==> config.mk <==
export PLATFORM = sky130hd
export DESIGN_NAME = btseq_top
export DESIGN_NICKNAME = d
export VERILOG_FILES = /design/src/logic/btseq_pkg.sv /design/src/logic/btseq_top.sv
export SDC_FILE = /design/constraint.sdc
export NUM_CORES = 1
export LEC_CHECK = 0
export ABC_CLOCK_PERIOD_IN_PS = 4350
export BUFFER_PORTS_ARGS = -buffer_cell sky130_fd_sc_hd__buf_2
export CORE_ASPECT_RATIO = 0.7
export CORE_UTILIZATION = 55
export CTS_BUF_LIST = sky130_fd_sc_hd__clkbuf_4 sky130_fd_sc_hd__clkbuf_8
export DETAILED_ROUTE_END_ITERATION = 7
export GPL_TIMING_DRIVEN = 0
export MAX_ROUTING_LAYER = met4
export PLACE_DENSITY_LB_ADDON = 0.08
export RECOVER_POWER = 25
export SYNTH_ARGS = -nofsm -noshare
export SYNTH_HDL_FRONTEND = slang
export SYNTH_SLANG_ARGS = --single-unit
==> constraint.sdc <==
create_clock -name pclk -period 4.35 [get_ports pclk]
set_input_delay 0.87 -clock pclk [delete_from_list [all_inputs] [get_ports pclk]]
set_output_delay 0.87 -clock pclk [all_outputs]
set_load 0.03 [all_outputs]
==> src/logic/btseq_pkg.sv <==
// constants, types and register map of the buffer transmit sequencer
// ---------------------------------------------------------------
// Overview of operation
// - a four-bit state register holds one of ten states steering outputs
// - power-up, page, home, reset or escape force the idle state 1000
// - starting enter or send enters first-left 1001, one left step
// - seek-left 0000 keeps stepping left every move phase until a stop
// - at left margin 0001 stores lower-case o, jumps right, steps up
// - at a CR or ETX separator 0010 steps right, then sending starts
// - reaching home with no separator starts sending at once
// - a separator in the last column gives column clear plus row down
// - sending 0011 transmits in read phase, steps right in move phase
// - a transmittable field code sends US first, then the code itself
// - a non-transmittable field code and its field are never sent
// - end of line 0101 clears column, steps down, sends CR if data
// - with line feed configured 0110 sends LF after a CR
// - closing separator or last position: 0111 sends end char, to idle
// - a keyboard enter stores ETX at the cursor before searching left
// - row counter steps down or up in the move phase
// - last row, 24 or optionally 12, raises a flag and blocks down
// - top row raises a flag and blocks up requests
// - column counter steps right, blocked with a flag at line end
// - column counter steps left, blocked with a flag at left margin
// - row clear or column clear zeroes its counter in the move phase
// - counters take a preset on load; clear forces zero over all
// - line feed generation and end character come from configuration
// ---------------------------------------------------------------
package btseq_pkg;
	// register byte offsets
	localparam logic [7:0] ADDR_CMD    = 8'h00;
	localparam logic [7:0] ADDR_CFG    = 8'h04;
	localparam logic [7:0] ADDR_STATUS = 8'h08;
	localparam logic [7:0] ADDR_CURSOR = 8'h0C;
	localparam logic [7:0] ADDR_TXLAST = 8'h10;
	// command bits
	localparam int CMD_SEND  = 0;
	localparam int CMD_ENTER = 1;
	localparam int CMD_KBD   = 2;
	localparam int CMD_PAGE  = 3;
	localparam int CMD_HOME  = 4;
	localparam int CMD_RESET = 5;
	localparam int CMD_ESC   = 6;
	// configuration and cursor fields
	localparam int CFG_LF     = 0;
	localparam int CFG_ROWS12 = 1;
	localparam int CFG_END_LSB = 8;
	localparam int CUR_Y_LSB  = 8;
	localparam logic [7:0] END_CHAR_RST = 8'h0D;
	// geometry
	localparam logic [6:0] LAST_COL    = 7'h4F;
	localparam logic [4:0] LAST_ROW_24 = 5'h17;
	localparam logic [4:0] LAST_ROW_12 = 5'h0B;
	// character codes
	localparam logic [7:0] CH_NUL     = 8'h00;
	localparam logic [7:0] CH_ETX     = 8'h03;
	localparam logic [7:0] CH_LF      = 8'h0A;
	localparam logic [7:0] CH_CR      = 8'h0D;
	localparam logic [7:0] CH_US      = 8'h1F;
	localparam logic [7:0] CH_LOWER_O = 8'h6F;
	typedef enum logic [3:0] {
		ST_INIT     = 4'h8,
		ST_LEFT_ONE = 4'h9,
		ST_SEEK     = 4'h0,
		ST_STUFF    = 4'h1,
		ST_OFF_SEP  = 4'h2,
		ST_SEND     = 4'h3,
		ST_FIELD    = 4'h4,
		ST_EOL_CR   = 4'h5,
		ST_EOL_LF   = 4'h6,
		ST_END      = 4'h7
	} btseq_state_t;
	typedef enum logic [2:0] {
		PH_STORE = 3'b001,
		PH_READ  = 3'b010,
		PH_MOVE  = 3'b100
	} btseq_phase_t;
endpackage

==> src/logic/btseq_top.sv <==
// The implementer's own choices: the APB slave port and the register offsets.
`timescale 1ns/1ps
// buffer transmit sequencer: cursor counters, state machine, apb registers

// ---------------------------------------------------------------
// position counter
// ---------------------------------------------------------------
module btseq_counter #(
	parameter int W = 7
) (
	// clock and reset
	input  wire logic         pclk,
	input  wire logic         presetn,
	// requests
	input  wire logic         inc,
	input  wire logic         dec,
	input  wire logic         clr,
	input  wire logic         load,
	input  wire logic [W-1:0] preset,
	input  wire logic [W-1:0] limit,
	// count and flags
	output logic      [W-1:0] count_q,
	output logic              at_top,
	output logic              at_zero
);
	assign at_top  = (count_q >= limit);
	assign at_zero = (count_q == '0);

	always_ff @(posedge pclk or negedge presetn) begin
		if (!presetn) begin
			count_q <= '0;
		end else if (clr) begin
			count_q <= '0;
		end else if (load) begin
			count_q <= preset;
		end else if (inc && !at_top) begin
			count_q <= count_q + 1'b1;
		end else if (dec && !at_zero) begin
			count_q <= count_q - 1'b1;
		end
	end
endmodule

// ---------------------------------------------------------------
// sequencer top
// ---------------------------------------------------------------
module btseq_top import btseq_pkg::*; (
	// clock and reset
	input  wire logic        pclk,
	input  wire logic        presetn,
	// apb slave
	input  wire logic        psel,
	input  wire logic        penable,
	input  wire logic        pwrite,
	input  wire logic [7:0]  paddr,
	input  wire logic [31:0] pwdata,
	output logic      [31:0] prdata,
	output logic             pready,
	output logic             pslverr,
	// character buffer
	output logic      [6:0]  buf_col,
	output logic      [4:0]  buf_row,
	input  wire logic [7:0]  buf_rdata,
	input  wire logic        buf_is_fac,
	input  wire logic        buf_fac_xmit,
	output logic             store_strobe,
	output logic      [7:0]  store_data,
	// host interface unit
	output logic             transmit_strobe,
	output logic      [7:0]  tx_char
);
	btseq_state_t state_q;
	btseq_state_t state_d;
	btseq_phase_t phase_q;
	logic         move_phase;
	logic [7:0]   char_q;
	logic         fac_q;
	logic         fac_done_q;
	logic         hidden_q;
	logic         line_data_q;
	logic         kbd_q;
	logic         start_pend_q;
	logic         home_pend_q;
	logic         lf_en_q;
	logic         rows12_q;
	logic [7:0]   end_char_q;
	logic [31:0]  prdata_q;
	logic [31:0]  rd_val;
	logic         hit;
	logic         wr;
	logic         cmd_wr;
	logic         cur_wr;
	logic         force_idle;
	logic         start_req;
	logic         left_req;
	logic         right_req;
	logic         up_req;
	logic         down_req;
	logic         column_clear;
	logic         row_clear;
	logic         right_margin_jump;
	logic         top_row_flag;
	logic         last_row_flag;
	logic         line_end_flag;
	logic         left_margin_flag;
	logic         is_sep;
	logic         fac_new;
	logic         at_home;
	logic         seek_stop;
	logic         send_stop;
	logic         send_ok;
	logic         tx_d;
	logic [7:0]   tx_char_d;
	logic         store_d;
	logic [4:0]   row_limit;

	// ---------------------------------------------------------------
	// apb slave
	// ---------------------------------------------------------------
	assign pready  = 1'b1;
	assign prdata  = prdata_q;
	assign pslverr = psel && penable && !hit;
	assign wr      = psel && penable && pwrite && hit;
	assign cmd_wr  = wr && (paddr == ADDR_CMD);
	// cursor preset only while idle, so it never fights the sequencer
	assign cur_wr  = wr && (paddr == ADDR_CURSOR) && (state_q == ST_INIT);
	assign force_idle = cmd_wr && (pwdata[CMD_PAGE] || pwdata[CMD_HOME]
		|| pwdata[CMD_RESET] || pwdata[CMD_ESC]);
	assign start_req = cmd_wr && (pwdata[CMD_SEND] || pwdata[CMD_ENTER])
		&& (state_q == ST_INIT) && !force_idle;

	always_comb begin
		rd_val = 32'h0000_0000;
		hit    = 1'b1;
		if (paddr == ADDR_CMD) begin
			rd_val = 32'h0000_0000;
		end else if (paddr == ADDR_CFG) begin
			rd_val[CFG_LF]     = lf_en_q;
			rd_val[CFG_ROWS12] = rows12_q;
			rd_val[CFG_END_LSB +: 8] = end_char_q;
		end else if (paddr == ADDR_STATUS) begin
			rd_val[3:0] = state_q;
			rd_val[4]   = (state_q != ST_INIT) || start_pend_q;
			rd_val[5]   = top_row_flag;
			rd_val[6]   = last_row_flag;
			rd_val[7]   = left_margin_flag;
			rd_val[8]   = line_end_flag;
			rd_val[9]   = hidden_q;
			rd_val[10]  = line_data_q;
		end else if (paddr == ADDR_CURSOR) begin
			rd_val[6:0] = buf_col;
			rd_val[CUR_Y_LSB +: 5] = buf_row;
		end else if (paddr == ADDR_TXLAST) begin
			rd_val[7:0] = tx_char;
		end else begin
			hit = 1'b0;
		end
	end

	// read data is fetched in the setup cycle, so the access needs no wait
	always_ff @(posedge pclk or negedge presetn) begin
		if (!presetn) begin
			prdata_q <= 32'h0000_0000;
		end else if (psel && !penable) begin
			prdata_q <= rd_val;
		end
	end

	always_ff @(posedge pclk or negedge presetn) begin
		if (!presetn) begin
			lf_en_q    <= 1'b0;
			rows12_q   <= 1'b0;
			end_char_q <= END_CHAR_RST;
		end else if (wr && (paddr == ADDR_CFG)) begin
			lf_en_q    <= pwdata[CFG_LF];
			rows12_q   <= pwdata[CFG_ROWS12];
			end_char_q <= pwdata[CFG_END_LSB +: 8];
		end
	end

	// ---------------------------------------------------------------
	// character cycle phases
	// ---------------------------------------------------------------
	assign move_phase = (phase_q == PH_MOVE);

	always_ff @(posedge pclk or negedge presetn) begin
		if (!presetn) begin
			phase_q <= PH_STORE;
		end else begin
			case (phase_q)
				PH_STORE: phase_q <= PH_READ;
				PH_READ:  phase_q <= PH_MOVE;
				default:  phase_q <= PH_STORE;
			endcase
		end
	end

	// ---------------------------------------------------------------
	// cursor counters
	// ---------------------------------------------------------------
	assign row_limit = rows12_q ? LAST_ROW_12 : LAST_ROW_24;

	btseq_counter #(.W(7)) u_col (
		.pclk    (pclk),
		.presetn (presetn),
		.inc     (move_phase && right_req),
		.dec     (move_phase && left_req),
		.clr     (move_phase && column_clear),
		.load    (right_margin_jump || cur_wr),
		.preset  (right_margin_jump ? LAST_COL : pwdata[6:0]),
		.limit   (LAST_COL),
		.count_q (buf_col),
		.at_top  (line_end_flag),
		.at_zero (left_margin_flag)
	);

	btseq_counter #(.W(5)) u_row (
		.pclk    (pclk),
		.presetn (presetn),
		.inc     (move_phase && down_req),
		.dec     (move_phase && up_req),
		.clr     (move_phase && row_clear),
		.load    (cur_wr),
		.preset  (pwdata[CUR_Y_LSB +: 5]),
		.limit   (row_limit),
		.count_q (buf_row),
		.at_top  (last_row_flag),
		.at_zero (top_row_flag)
	);

	// page and home put the cursor home at the next move phase
	always_ff @(posedge pclk or negedge presetn) begin
		if (!presetn) begin
			home_pend_q <= 1'b0;
		end else if (cmd_wr && (pwdata[CMD_PAGE] || pwdata[CMD_HOME])) begin
			home_pend_q <= 1'b1;
		end else if (move_phase) begin
			home_pend_q <= 1'b0;
		end
	end

	// ---------------------------------------------------------------
	// conditions seen at the cursor
	// ---------------------------------------------------------------
	always_ff @(posedge pclk or negedge presetn) begin
		if (!presetn) begin
			char_q <= CH_NUL;
			fac_q  <= 1'b0;
		end else if (phase_q == PH_READ) begin
			char_q <= buf_rdata;
			fac_q  <= buf_is_fac;
		end
	end

	assign is_sep    = (char_q == CH_CR) || (char_q == CH_ETX);
	assign fac_new   = fac_q && !fac_done_q;
	assign at_home   = left_margin_flag && top_row_flag;
	assign seek_stop = is_sep || at_home || left_margin_flag;
	assign send_stop = is_sep || fac_new || line_end_flag;
	// nuls read from the buffer are never sent: null suppression
	assign send_ok   = (buf_rdata != CH_NUL) && (buf_rdata != CH_CR)
		&& (buf_rdata != CH_ETX) && !(buf_is_fac && !fac_done_q) && !hidden_q;

	// ---------------------------------------------------------------
	// cursor requests per state
	// ---------------------------------------------------------------
	always_comb begin
		left_req          = 1'b0;
		right_req         = 1'b0;
		up_req            = 1'b0;
		down_req          = 1'b0;
		column_clear      = 1'b0;
		right_margin_jump = 1'b0;
		case (state_q)
			ST_LEFT_ONE: begin
				left_req = 1'b1;
			end
			ST_SEEK: begin
				left_req = !seek_stop;
			end
			ST_STUFF: begin
				// jump while the stored o is on the bus, so it lands at the margin
				right_margin_jump = (phase_q == PH_READ);
				up_req = 1'b1;
			end
			ST_OFF_SEP: begin
				right_req    = !line_end_flag;
				column_clear = line_end_flag;
				down_req     = line_end_flag;
			end
			ST_SEND: begin
				right_req = !send_stop;
			end
			ST_EOL_CR: begin
				column_clear = 1'b1;
				down_req     = 1'b1;
			end
			ST_END: begin
				column_clear = 1'b1;
			end
			default: begin
				left_req = 1'b0;
			end
		endcase
		column_clear = column_clear || home_pend_q;
		row_clear    = home_pend_q;
	end

	// ---------------------------------------------------------------
	// state register and next state
	// ---------------------------------------------------------------
	always_comb begin
		state_d = state_q;
		case (state_q)
			ST_INIT: begin
				if (start_pend_q) state_d = ST_LEFT_ONE;
			end
			ST_LEFT_ONE: state_d = ST_SEEK;
			ST_SEEK: begin
				if (is_sep) begin
					state_d = ST_OFF_SEP;
				end else if (at_home) begin
					state_d = ST_SEND;
				end else if (left_margin_flag) begin
					state_d = ST_STUFF;
				end
			end
			ST_STUFF:   state_d = ST_SEEK;
			ST_OFF_SEP: state_d = ST_SEND;
			ST_SEND: begin
				if (is_sep) begin
					state_d = ST_END;
				end else if (fac_new) begin
					state_d = ST_FIELD;
				end else if (line_end_flag && last_row_flag) begin
					state_d = ST_END;
				end else if (line_end_flag) begin
					state_d = ST_EOL_CR;
				end
			end
			ST_FIELD:  state_d = ST_SEND;
			ST_EOL_CR: state_d = (lf_en_q && line_data_q) ? ST_EOL_LF : ST_SEND;
			ST_EOL_LF: state_d = ST_SEND;
			ST_END:    state_d = ST_INIT;
			default:   state_d = ST_INIT;
		endcase
	end

	// force events win over the character cycle from any state
	always_ff @(posedge pclk or negedge presetn) begin
		if (!presetn) begin
			state_q <= ST_INIT;
		end else if (force_idle) begin
			state_q <= ST_INIT;
		end else if (move_phase) begin
			state_q <= state_d;
		end
	end

	always_ff @(posedge pclk or negedge presetn) begin
		if (!presetn) begin
			start_pend_q <= 1'b0;
			kbd_q        <= 1'b0;
		end else if (force_idle) begin
			start_pend_q <= 1'b0;
			kbd_q        <= 1'b0;
		end else if (start_req) begin
			start_pend_q <= 1'b1;
			kbd_q        <= pwdata[CMD_ENTER] && pwdata[CMD_KBD];
		end else if (move_phase && state_q == ST_INIT) begin
			start_pend_q <= 1'b0;
		end else if (move_phase && state_q == ST_LEFT_ONE) begin
			kbd_q <= 1'b0;
		end
	end

	// ---------------------------------------------------------------
	// field and line bookkeeping
	// ---------------------------------------------------------------
	always_ff @(posedge pclk or negedge presetn) begin
		if (!presetn) begin
			hidden_q   <= 1'b0;
			fac_done_q <= 1'b0;
		end else if (force_idle || state_q == ST_INIT) begin
			hidden_q   <= 1'b0;
			fac_done_q <= 1'b0;
		end else if (state_q == ST_FIELD) begin
			if (phase_q == PH_READ) hidden_q <= !buf_fac_xmit;
			if (move_phase) fac_done_q <= 1'b1;
		end else if (move_phase && right_req) begin
			fac_done_q <= 1'b0;
		end
	end

	always_ff @(posedge pclk or negedge presetn) begin
		if (!presetn) begin
			line_data_q <= 1'b0;
		end else if (state_q == ST_SEND && phase_q == PH_READ && send_ok) begin
			line_data_q <= 1'b1;
		end else if (state_q == ST_INIT || (state_q == ST_EOL_CR && move_phase)) begin
			line_data_q <= 1'b0;
		end
	end

	// ---------------------------------------------------------------
	// transmit and store outputs
	// ---------------------------------------------------------------
	always_comb begin
		tx_d      = 1'b0;
		tx_char_d = buf_rdata;
		case (state_q)
			ST_SEND: begin
				tx_d = (phase_q == PH_READ) && send_ok;
			end
			ST_FIELD: begin
				tx_d      = (phase_q == PH_READ) && buf_fac_xmit;
				tx_char_d = CH_US;
			end
			ST_EOL_CR: begin
				tx_d      = (phase_q == PH_STORE) && line_data_q;
				tx_char_d = CH_CR;
			end
			ST_EOL_LF: begin
				tx_d      = (phase_q == PH_STORE);
				tx_char_d = CH_LF;
			end
			ST_END: begin
				tx_d      = (phase_q == PH_STORE);
				tx_char_d = end_char_q;
			end
			default: begin
				tx_d = 1'b0;
			end
		endcase
	end

	assign store_d = (phase_q == PH_STORE) && (state_q == ST_STUFF
		|| (state_q == ST_LEFT_ONE && kbd_q));

	// one strobe per character, the receiver takes each in turn
	always_ff @(posedge pclk or negedge presetn) begin
		if (!presetn) begin
			transmit_strobe <= 1'b0;
			tx_char         <= CH_NUL;
		end else begin
			transmit_strobe <= tx_d && !force_idle;
			if (tx_d) tx_char <= tx_char_d;
		end
	end

	always_ff @(posedge pclk or negedge presetn) begin
		if (!presetn) begin
			store_strobe <= 1'b0;
			store_data   <= CH_NUL;
		end else begin
			store_strobe <= store_d && !force_idle;
			if (store_d) store_data <= (state_q == ST_STUFF) ? CH_LOWER_O : CH_ETX;
		end
	end
endmodule

==> results.ini, run 1 <==
[place]
io_buffers=80
dp_hpwl_um=9220
place.gp.congestion=0.895
post-place-ws_ns=0.539

[logic_synthesis]
synth_top_family_by_area=simple AND/OR/NAND/NOR gates
synthCells=489
yosys_register_bits=72
synth-edff-count=0
seq_area_frac_synth_pct=39.7
synth_simple_gate_area_share_pct=18.9
yosysUniqueCellTypes=66
synth_compound_area_share_pct=18.6
synthFlopType=dfrtp_1
synth_fa_ha_area_share_pct=4.45
synthMuxAreaShare_pct=9.10
synth-xor-area-share_pct=1.54
yosys_warnings=0
synth_area_leaders=dfrtp_1 (37%), nand2_1 (4.5%), mux2_2 (4.0%)
synthesis.area_um2=4550
yosysTopAreaCell=dfrtp_1
yosys.area.top_type_share_pct=36.8
ys_async_sr_fraction_pct=100
syn-mean-instance-area_um2=9.31

[clock_network]
path_clk_slew_ns=0.08
postCtsSetupBuffers=0
cts-root-buf=clkbuf_8
cts_sinks=72
clock_latency_ns=0.37
clk_path_buf_depth=2
numCtsBuffers=9
cts_tree=done
h-tree-depth=3

[setup_path]
r2r-end=u_col.count_q[6]$_DFFE_PN0P_
worst-path-stages=11
cp_cell_sequence=nor3b_1 > a31oi_1 > nor2_1 > inv_1 > ha_1 > nor2b_1 > a221oi_1 > o21ai_0 > mux2i_1 > o21a_1 > a31oi_1
worstPathRequired_ns=4.63
cpPeakStageDelay_ns=0.71
setup.worst_path.start_class=flip-flop
critPathTopFamily=compound AO/OA/AOI/OAI gates
crit_start=phase_q[1]$_DFF_PN0_
r2r_start=phase_q[1]$_DFF_PN0_
path_buf_inv=1
reg2regPathDepth=11
rrSetupSlack_ns=0.49
end_kind=flip-flop
worstSetupEndpoint=u_col.count_q[6]$_DFFE_PN0P_
path_class=reg2reg
cp_common_cell=a31oi_1
critPathArrivalTime_ns=4.14
path_max_fanout=7
crit_path_top_delay_cell=nor3b_1

[die]
coreArea_um2=7940
rows=27
dieArea_um2=8650
die_h_um=78.1
dieWidth_um=111
io_pins=119
start_util_pct=57.3

[timing]
fin_crit_sh_pct=88.8
worst_pin_slew_ns=3.04
finClkSkew_ns=0.0117
tns_ns=0
rsz0062_at_grt=false
finalHoldViolCount=0
finalWorstSetupSlack_ns=0.488
period_minus_slack_ns=3.86
fmax_mhz=259
slew-limit-headroom_pct=-103
setup_viol_count_final=0
drv_slew=71

[cells_and_area]
fill_cells=654
regArea_um2=1810
area_growth_pct=18.6
nets=668
most-common-layout-cells=buf_2 (83), dfrtp_1 (67), nand2_1 (54)
drive_gt1_share_pct=26.0
diodes=0
multi_input_area_um2=2470
layout.cells.most_common=buf_2

[detailed_routing]
drt-total-wl_um=12200
dr.pass1.iters=5
post-route-drc-count=0
ant_nets=0
vias_per_cell=5.96
vias=4197
drt_iter0_markers=385
wire_per_inst_um=17.4

[job]
maxCapViolCount=1

[status]
violations=capacitance limit, slew limit
outcome=finished with violations

[global_route]
grt_max_degree=71
grt.total_usage_pct=29.9
grt_overflow=0
grt_pass1_vias=3859
grt_pass1_wl_um=19700
antenna_found_initial=0

[power_and_ir_drop]
peakVddDrop_uv=465
leakage_uw=0.00250
total_power_uw=2860
power.density_nw_per_um2=530

[min_path]
hold_class=in2async

## worst min-delay path by stage
stage | start | to | slack, ns | depth (start not counted)
2_1_floorplan | char_q[0]$_DFFE_PN0P_ | char_q[0]$_DFFE_PN0P_ | 0.48 | 1
3_3_place_gp | prdata[13]$_DFFE_PN0P_ | prdata[13]$_DFFE_PN0P_ | 0.46 | 2
3_5_place_dp | prdata[11]$_DFFE_PN0P_ | prdata[11]$_DFFE_PN0P_ | 0.47 | 2
4_1_cts | presetn | u_row.count_q[3]$_DFFE_PN0P_ | 0.29 | 1
5_1_grt | presetn | u_row.count_q[3]$_DFFE_PN0P_ | 0.28 | 1
6_report | presetn | u_row.count_q[3]$_DFFE_PN0P_ | 0.28 | 1
## layout make-up
type	count	area share [%]
Buffer	45	4.98
Clock buffer	9	2.29
Clock inverter	7	2.20
Inverter	19	1.32
Multi-Input combinational cell	370	45.7
Sequential cell	72	33.5
Tap cell	101	2.34
Timing Repair Buffer	81	7.62
## power breakdown
group          internal (uW)  switching, uW  leakage (uW)
Sequential               783            168      0.000914
Clock                    381            270      0.000116
Combinational            462            794       0.00147
## kinds of logic (layout without fill, tap and decap cells)
kind of cell / count (synthesis) / after routing
other: 2 / 19
muxes: 38 / 38
buffers and inverters: 64 / 161
xor gates and xnor gates: 8 / 8
and+or+nand+nor: 164 / 164
adders and majority gates: 15 / 15
AOI/OAI and AO/OA: 126 / 126
DFF: 72 / 72
## metal layers
| layer | vias to the layer above | routed length, um | global-route usage (%) |
|---|---|---|---|
| met5 | - | 0 | - |
| met4 | 0 | 82 | 7.07 |
| met3 | 8 | 1030 | 7.72 |
| met2 | 202 | 5310 | 44.0 |
| met1 | 2023 | 5820 | 41.6 |
| li1 | 1964 | - | - |
## state kept, by name (all words and copies together) (netlist names), 2 cells and up
signal and cells:
tx_char 8, store_data 2, phase_q 3, prdata 16, char_q 8, u_row.count_q 5, u_col.count_q 7, end_char_q 8
state_q 4
## through the flow
step | cells | hold WS [ns] | utilization [%] | instance area (um2)
after detailed placement | 688 | 0.468 | 65.1 | 5170
after global placement | 687 | 0.459 | 64.8 | 5140
final | 704 | 0.283 | 68.0 | 5400
after global routing | 704 | 0.276 | 68.0 | 5400
after floorplan | 506 | 0.481 | - | 4610
after CTS | 704 | 0.285 | 68.2 | 5410
## synth_stat cells, drive strengths merged (5+ instances only)
cell type / count
nand2b: 6
mux2: 27
a21oi: 29
a22o: 6
dfstp: 5
nor4: 6
mux2i: 11
a22oi: 6
inv: 18
o21ai: 31
buf: 30
a31oi: 10
or4: 6
dfrtp: 67
clkbuf: 15
o31ai: 8
nor3b: 6
nor2: 35
nand2: 54
nor3: 11
ha: 13
nand3: 9
o22ai: 5
## timing repair
action                     4_1_cts  5_1_grt
gates resized for setup          0        1
setup endpoints to repair        0        1
hold buffers                     0        0
## worst register-to-register path, stage by stage (launching register included)
cell and delay, ns:
dfrtp_1 0.40, nor3b_1 0.71, a31oi_1 0.37, nor2_1 0.36
inv_1 0.22, ha_1 0.37, nor2b_1 0.15, a221oi_1 0.38
o21ai_0 0.28, mux2i_1 0.17, o21a_1 0.19, a31oi_1 0.18
Power figures use the tool's default switching activity.
==> run 2: changes to the inputs <==
--- a/config.mk
+++ b/config.mk
@@ -7,9 +7,11 @@
 export LEC_CHECK = 0
 export ABC_CLOCK_PERIOD_IN_PS = 4350
 export BUFFER_PORTS_ARGS = -buffer_cell sky130_fd_sc_hd__buf_2
+export CELL_PAD_IN_SITES_DETAIL_PLACEMENT = 1
+export CELL_PAD_IN_SITES_GLOBAL_PLACEMENT = 1
 export CORE_ASPECT_RATIO = 0.7
-export CORE_UTILIZATION = 55
-export CTS_BUF_LIST = sky130_fd_sc_hd__clkbuf_4 sky130_fd_sc_hd__clkbuf_8
+export CORE_UTILIZATION = 40
+export CTS_BUF_LIST = sky130_fd_sc_hd__clkbuf_16
 export DETAILED_ROUTE_END_ITERATION = 7
 export GPL_TIMING_DRIVEN = 0
 export MAX_ROUTING_LAYER = met4
==> results.ini, run 2 (synthesis results as in run 1) <==
[place]
post-place-ws_ns=0.188  ; -0.351 ns
dp_hpwl_um=11100  ; +21%
place.gp.congestion=0.945  ; +5.7%
io_buffers=80  ; unchanged

[global_route]
grt.total_usage_pct=27.2  ; -2.7 points
grt_pass1_vias=4262  ; +10%
grt_max_degree=67  ; -5.6%
grt_pass1_wl_um=23600  ; +20%
antenna_found_initial=0  ; unchanged
grt_overflow=0  ; unchanged

[clock_network]
cts_sinks=72  ; unchanged
cts_tree=done
cts-root-buf=clkbuf_16
path_clk_slew_ns=0.06  ; -0.02 ns
clk_path_buf_depth=2  ; unchanged
h-tree-depth=3  ; unchanged
clock_latency_ns=0.35  ; -0.02 ns
numCtsBuffers=9  ; unchanged

[setup_path]
path_buf_inv=1  ; unchanged
critPathTopFamily=simple AND/OR/NAND/NOR gates
path_class=reg2reg
end_kind=flip-flop
worstPathRequired_ns=4.62  ; about the same
critPathArrivalTime_ns=4.22  ; +0.08 ns
cp_cell_sequence=nor3b_1 > and2_1 > a31oi_2 > nor2_2 > inv_1 > ha_1 > nor2b_1 > a221oi_1 > o21ai_0 > nor3b_1 > o21ai_0 > a31oi_1
cpPeakStageDelay_ns=0.79  ; +0.08 ns
setup.worst_path.start_class=flip-flop
crit_path_top_delay_cell=nor3b_1
path_max_fanout=7  ; unchanged

[detailed_routing]
drt_iter0_markers=302  ; -22%
drt-total-wl_um=14600  ; +19%
vias_per_cell=5.59  ; -6.3%
dr_wl_met3_um=725  ; -30%
wire_per_inst_um=19.3  ; +11%
wl_met1_um=7160  ; +23%
top_layer=met4
routed-wl-met2_um=6490  ; +22%
post-route-drc-count=0  ; unchanged
vias=4225  ; +0.67%
ant_nets=0  ; unchanged
dr.pass1.iters=5  ; unchanged

[die]
coreArea_um2=11100  ; +39%
io_pins=119  ; unchanged
die_h_um=91.2  ; +17%
dieArea_um2=11800  ; +37%
start_util_pct=41.2  ; -16 points
dieWidth_um=129  ; +17%
rows=32  ; +19%

[cells_and_area]
largest_reg_flops=16  ; unchanged
drive_gt1_share_pct=26.5  ; +0.50 points
most-common-layout-cells=buf_2 (83), dfrtp_1 (67), nand2_1 (54)
diodes=0  ; unchanged
nets=668  ; unchanged
area_growth_pct=22.0
fill_cells=1324  ; +100%
regArea_um2=1810  ; unchanged
layout.cells.most_common=buf_2
multi_input_area_um2=2480  ; +0.35%

[timing]
fin_hold_ws_ns=0.392  ; +0.110 ns
finalWorstSetupSlack_ns=0.396  ; -0.0927 ns
drv_slew=67  ; -5.6%
period_minus_slack_ns=3.95  ; +0.0927 ns
fin_crit_sh_pct=90.9  ; +2.1 points
rsz0062_at_grt=false
tns_ns=0  ; unchanged
finalHoldViolCount=0  ; unchanged
setup_viol_count_final=0  ; unchanged
finClkSkew_ns=0.0104  ; -0.00133 ns
slew-limit-headroom_pct=-13.8  ; +89 points
fmax_mhz=253  ; -2.3%
worst_pin_slew_ns=1.71  ; -1.33 ns

[min_path]
hold_class=in2async

[status]
outcome=finished with violations
violations=capacitance limit, slew limit

[power_and_ir_drop]
power.density_nw_per_um2=554  ; +4.7%
leakage_uw=0.00253  ; +1.3%
peakVddDrop_uv=292  ; -37%

[job]
maxCapViolCount=1  ; unchanged

==> run 2: cell count changes in the layout (fill, tap and decap cells not counted), sizes merged <==
cell,before,now
clkinvlp,2,1
clkinv,2,3
bufinv,3,2
clkbuf,25,26
inv,19,20
dlymetal6s4s,1,0
==> run 2: stage by stage <==
stage                     power [uW]  instance area [um2]  cells  utilization [%]
final                           3080                 5550    756             50.2
after floorplan                 1830                 4610    506                -
after CTS                       3090                 5560    756             50.4
after global placement          2190                 5210    739             47.1
after detailed placement        2250                 5240    740             47.4
after global routing            3250                 5550    756             50.2
==> run 2: layer usage <==
layer | vias to the layer above | global-route usage (%)
met5 | - | -
met4 | 0 | 6.30
met3 | 24 | 4.60
met2 | 118 | 39.2
met1 | 2125 | 39.5
li1 | 1958 | -
==> run 2: worst reg2reg max path, delay by kind of cell, from the launching register on <==
| family | cells | cell delay [ns] |
|---|---|---|
| compound gates | 5 | 1.13 |
| fa+ha+maj | 1 | 0.38 |
| buf+inv | 1 | 0.19 |
| flops | 1 | 0.40 |
| simple gates | 5 | 1.78 |
==> run 2: path summary, 6_finish.rpt <==
path                                         from                           end  slack, ns  depth (start not counted)
min in group pclk          prdata[14]$_DFFE_PN0P_        prdata[14]$_DFFE_PN0P_       0.48                          2
setup reg to reg             phase_q[1]$_DFF_PN0_  u_col.count_q[6]$_DFFE_PN0P_       0.40                         12
hold reg to reg            prdata[14]$_DFFE_PN0P_        prdata[14]$_DFFE_PN0P_       0.48                          2
hold / removal                            presetn        prdata[13]$_DFFE_PN0P_       0.39                          1
setup / recovery             phase_q[1]$_DFF_PN0_  u_col.count_q[6]$_DFFE_PN0P_       0.40                         12
max in group asynchronous                 presetn       home_pend_q$_DFFE_PN0P_       1.99                          2
==> run 2: layout make-up <==
class / instances / share of cell area [%]
repair buffers: 81 / 7.28
clock inverters: 7 / 1.85
flip-flops and latches: 72 / 32.6
plain buffers: 45 / 4.85
clock buffers: 9 / 4.06
inverters: 19 / 1.28
well taps: 153 / 3.45
multi-input cells: 370 / 44.7
==> run 2: power breakdown <==
group	switching (uW)	internal, uW
Sequential	174	784
Combinational	833	464
Clock	315	508
Total	1320	1760
==> run 2: repair_timing <==
action / 4_1_cts / 5_1_grt
buffers inserted: 0 / 0
gates resized for setup: 0 / 3
setup endpoints to repair: 0 / 1
hold buffers: 0 / 0
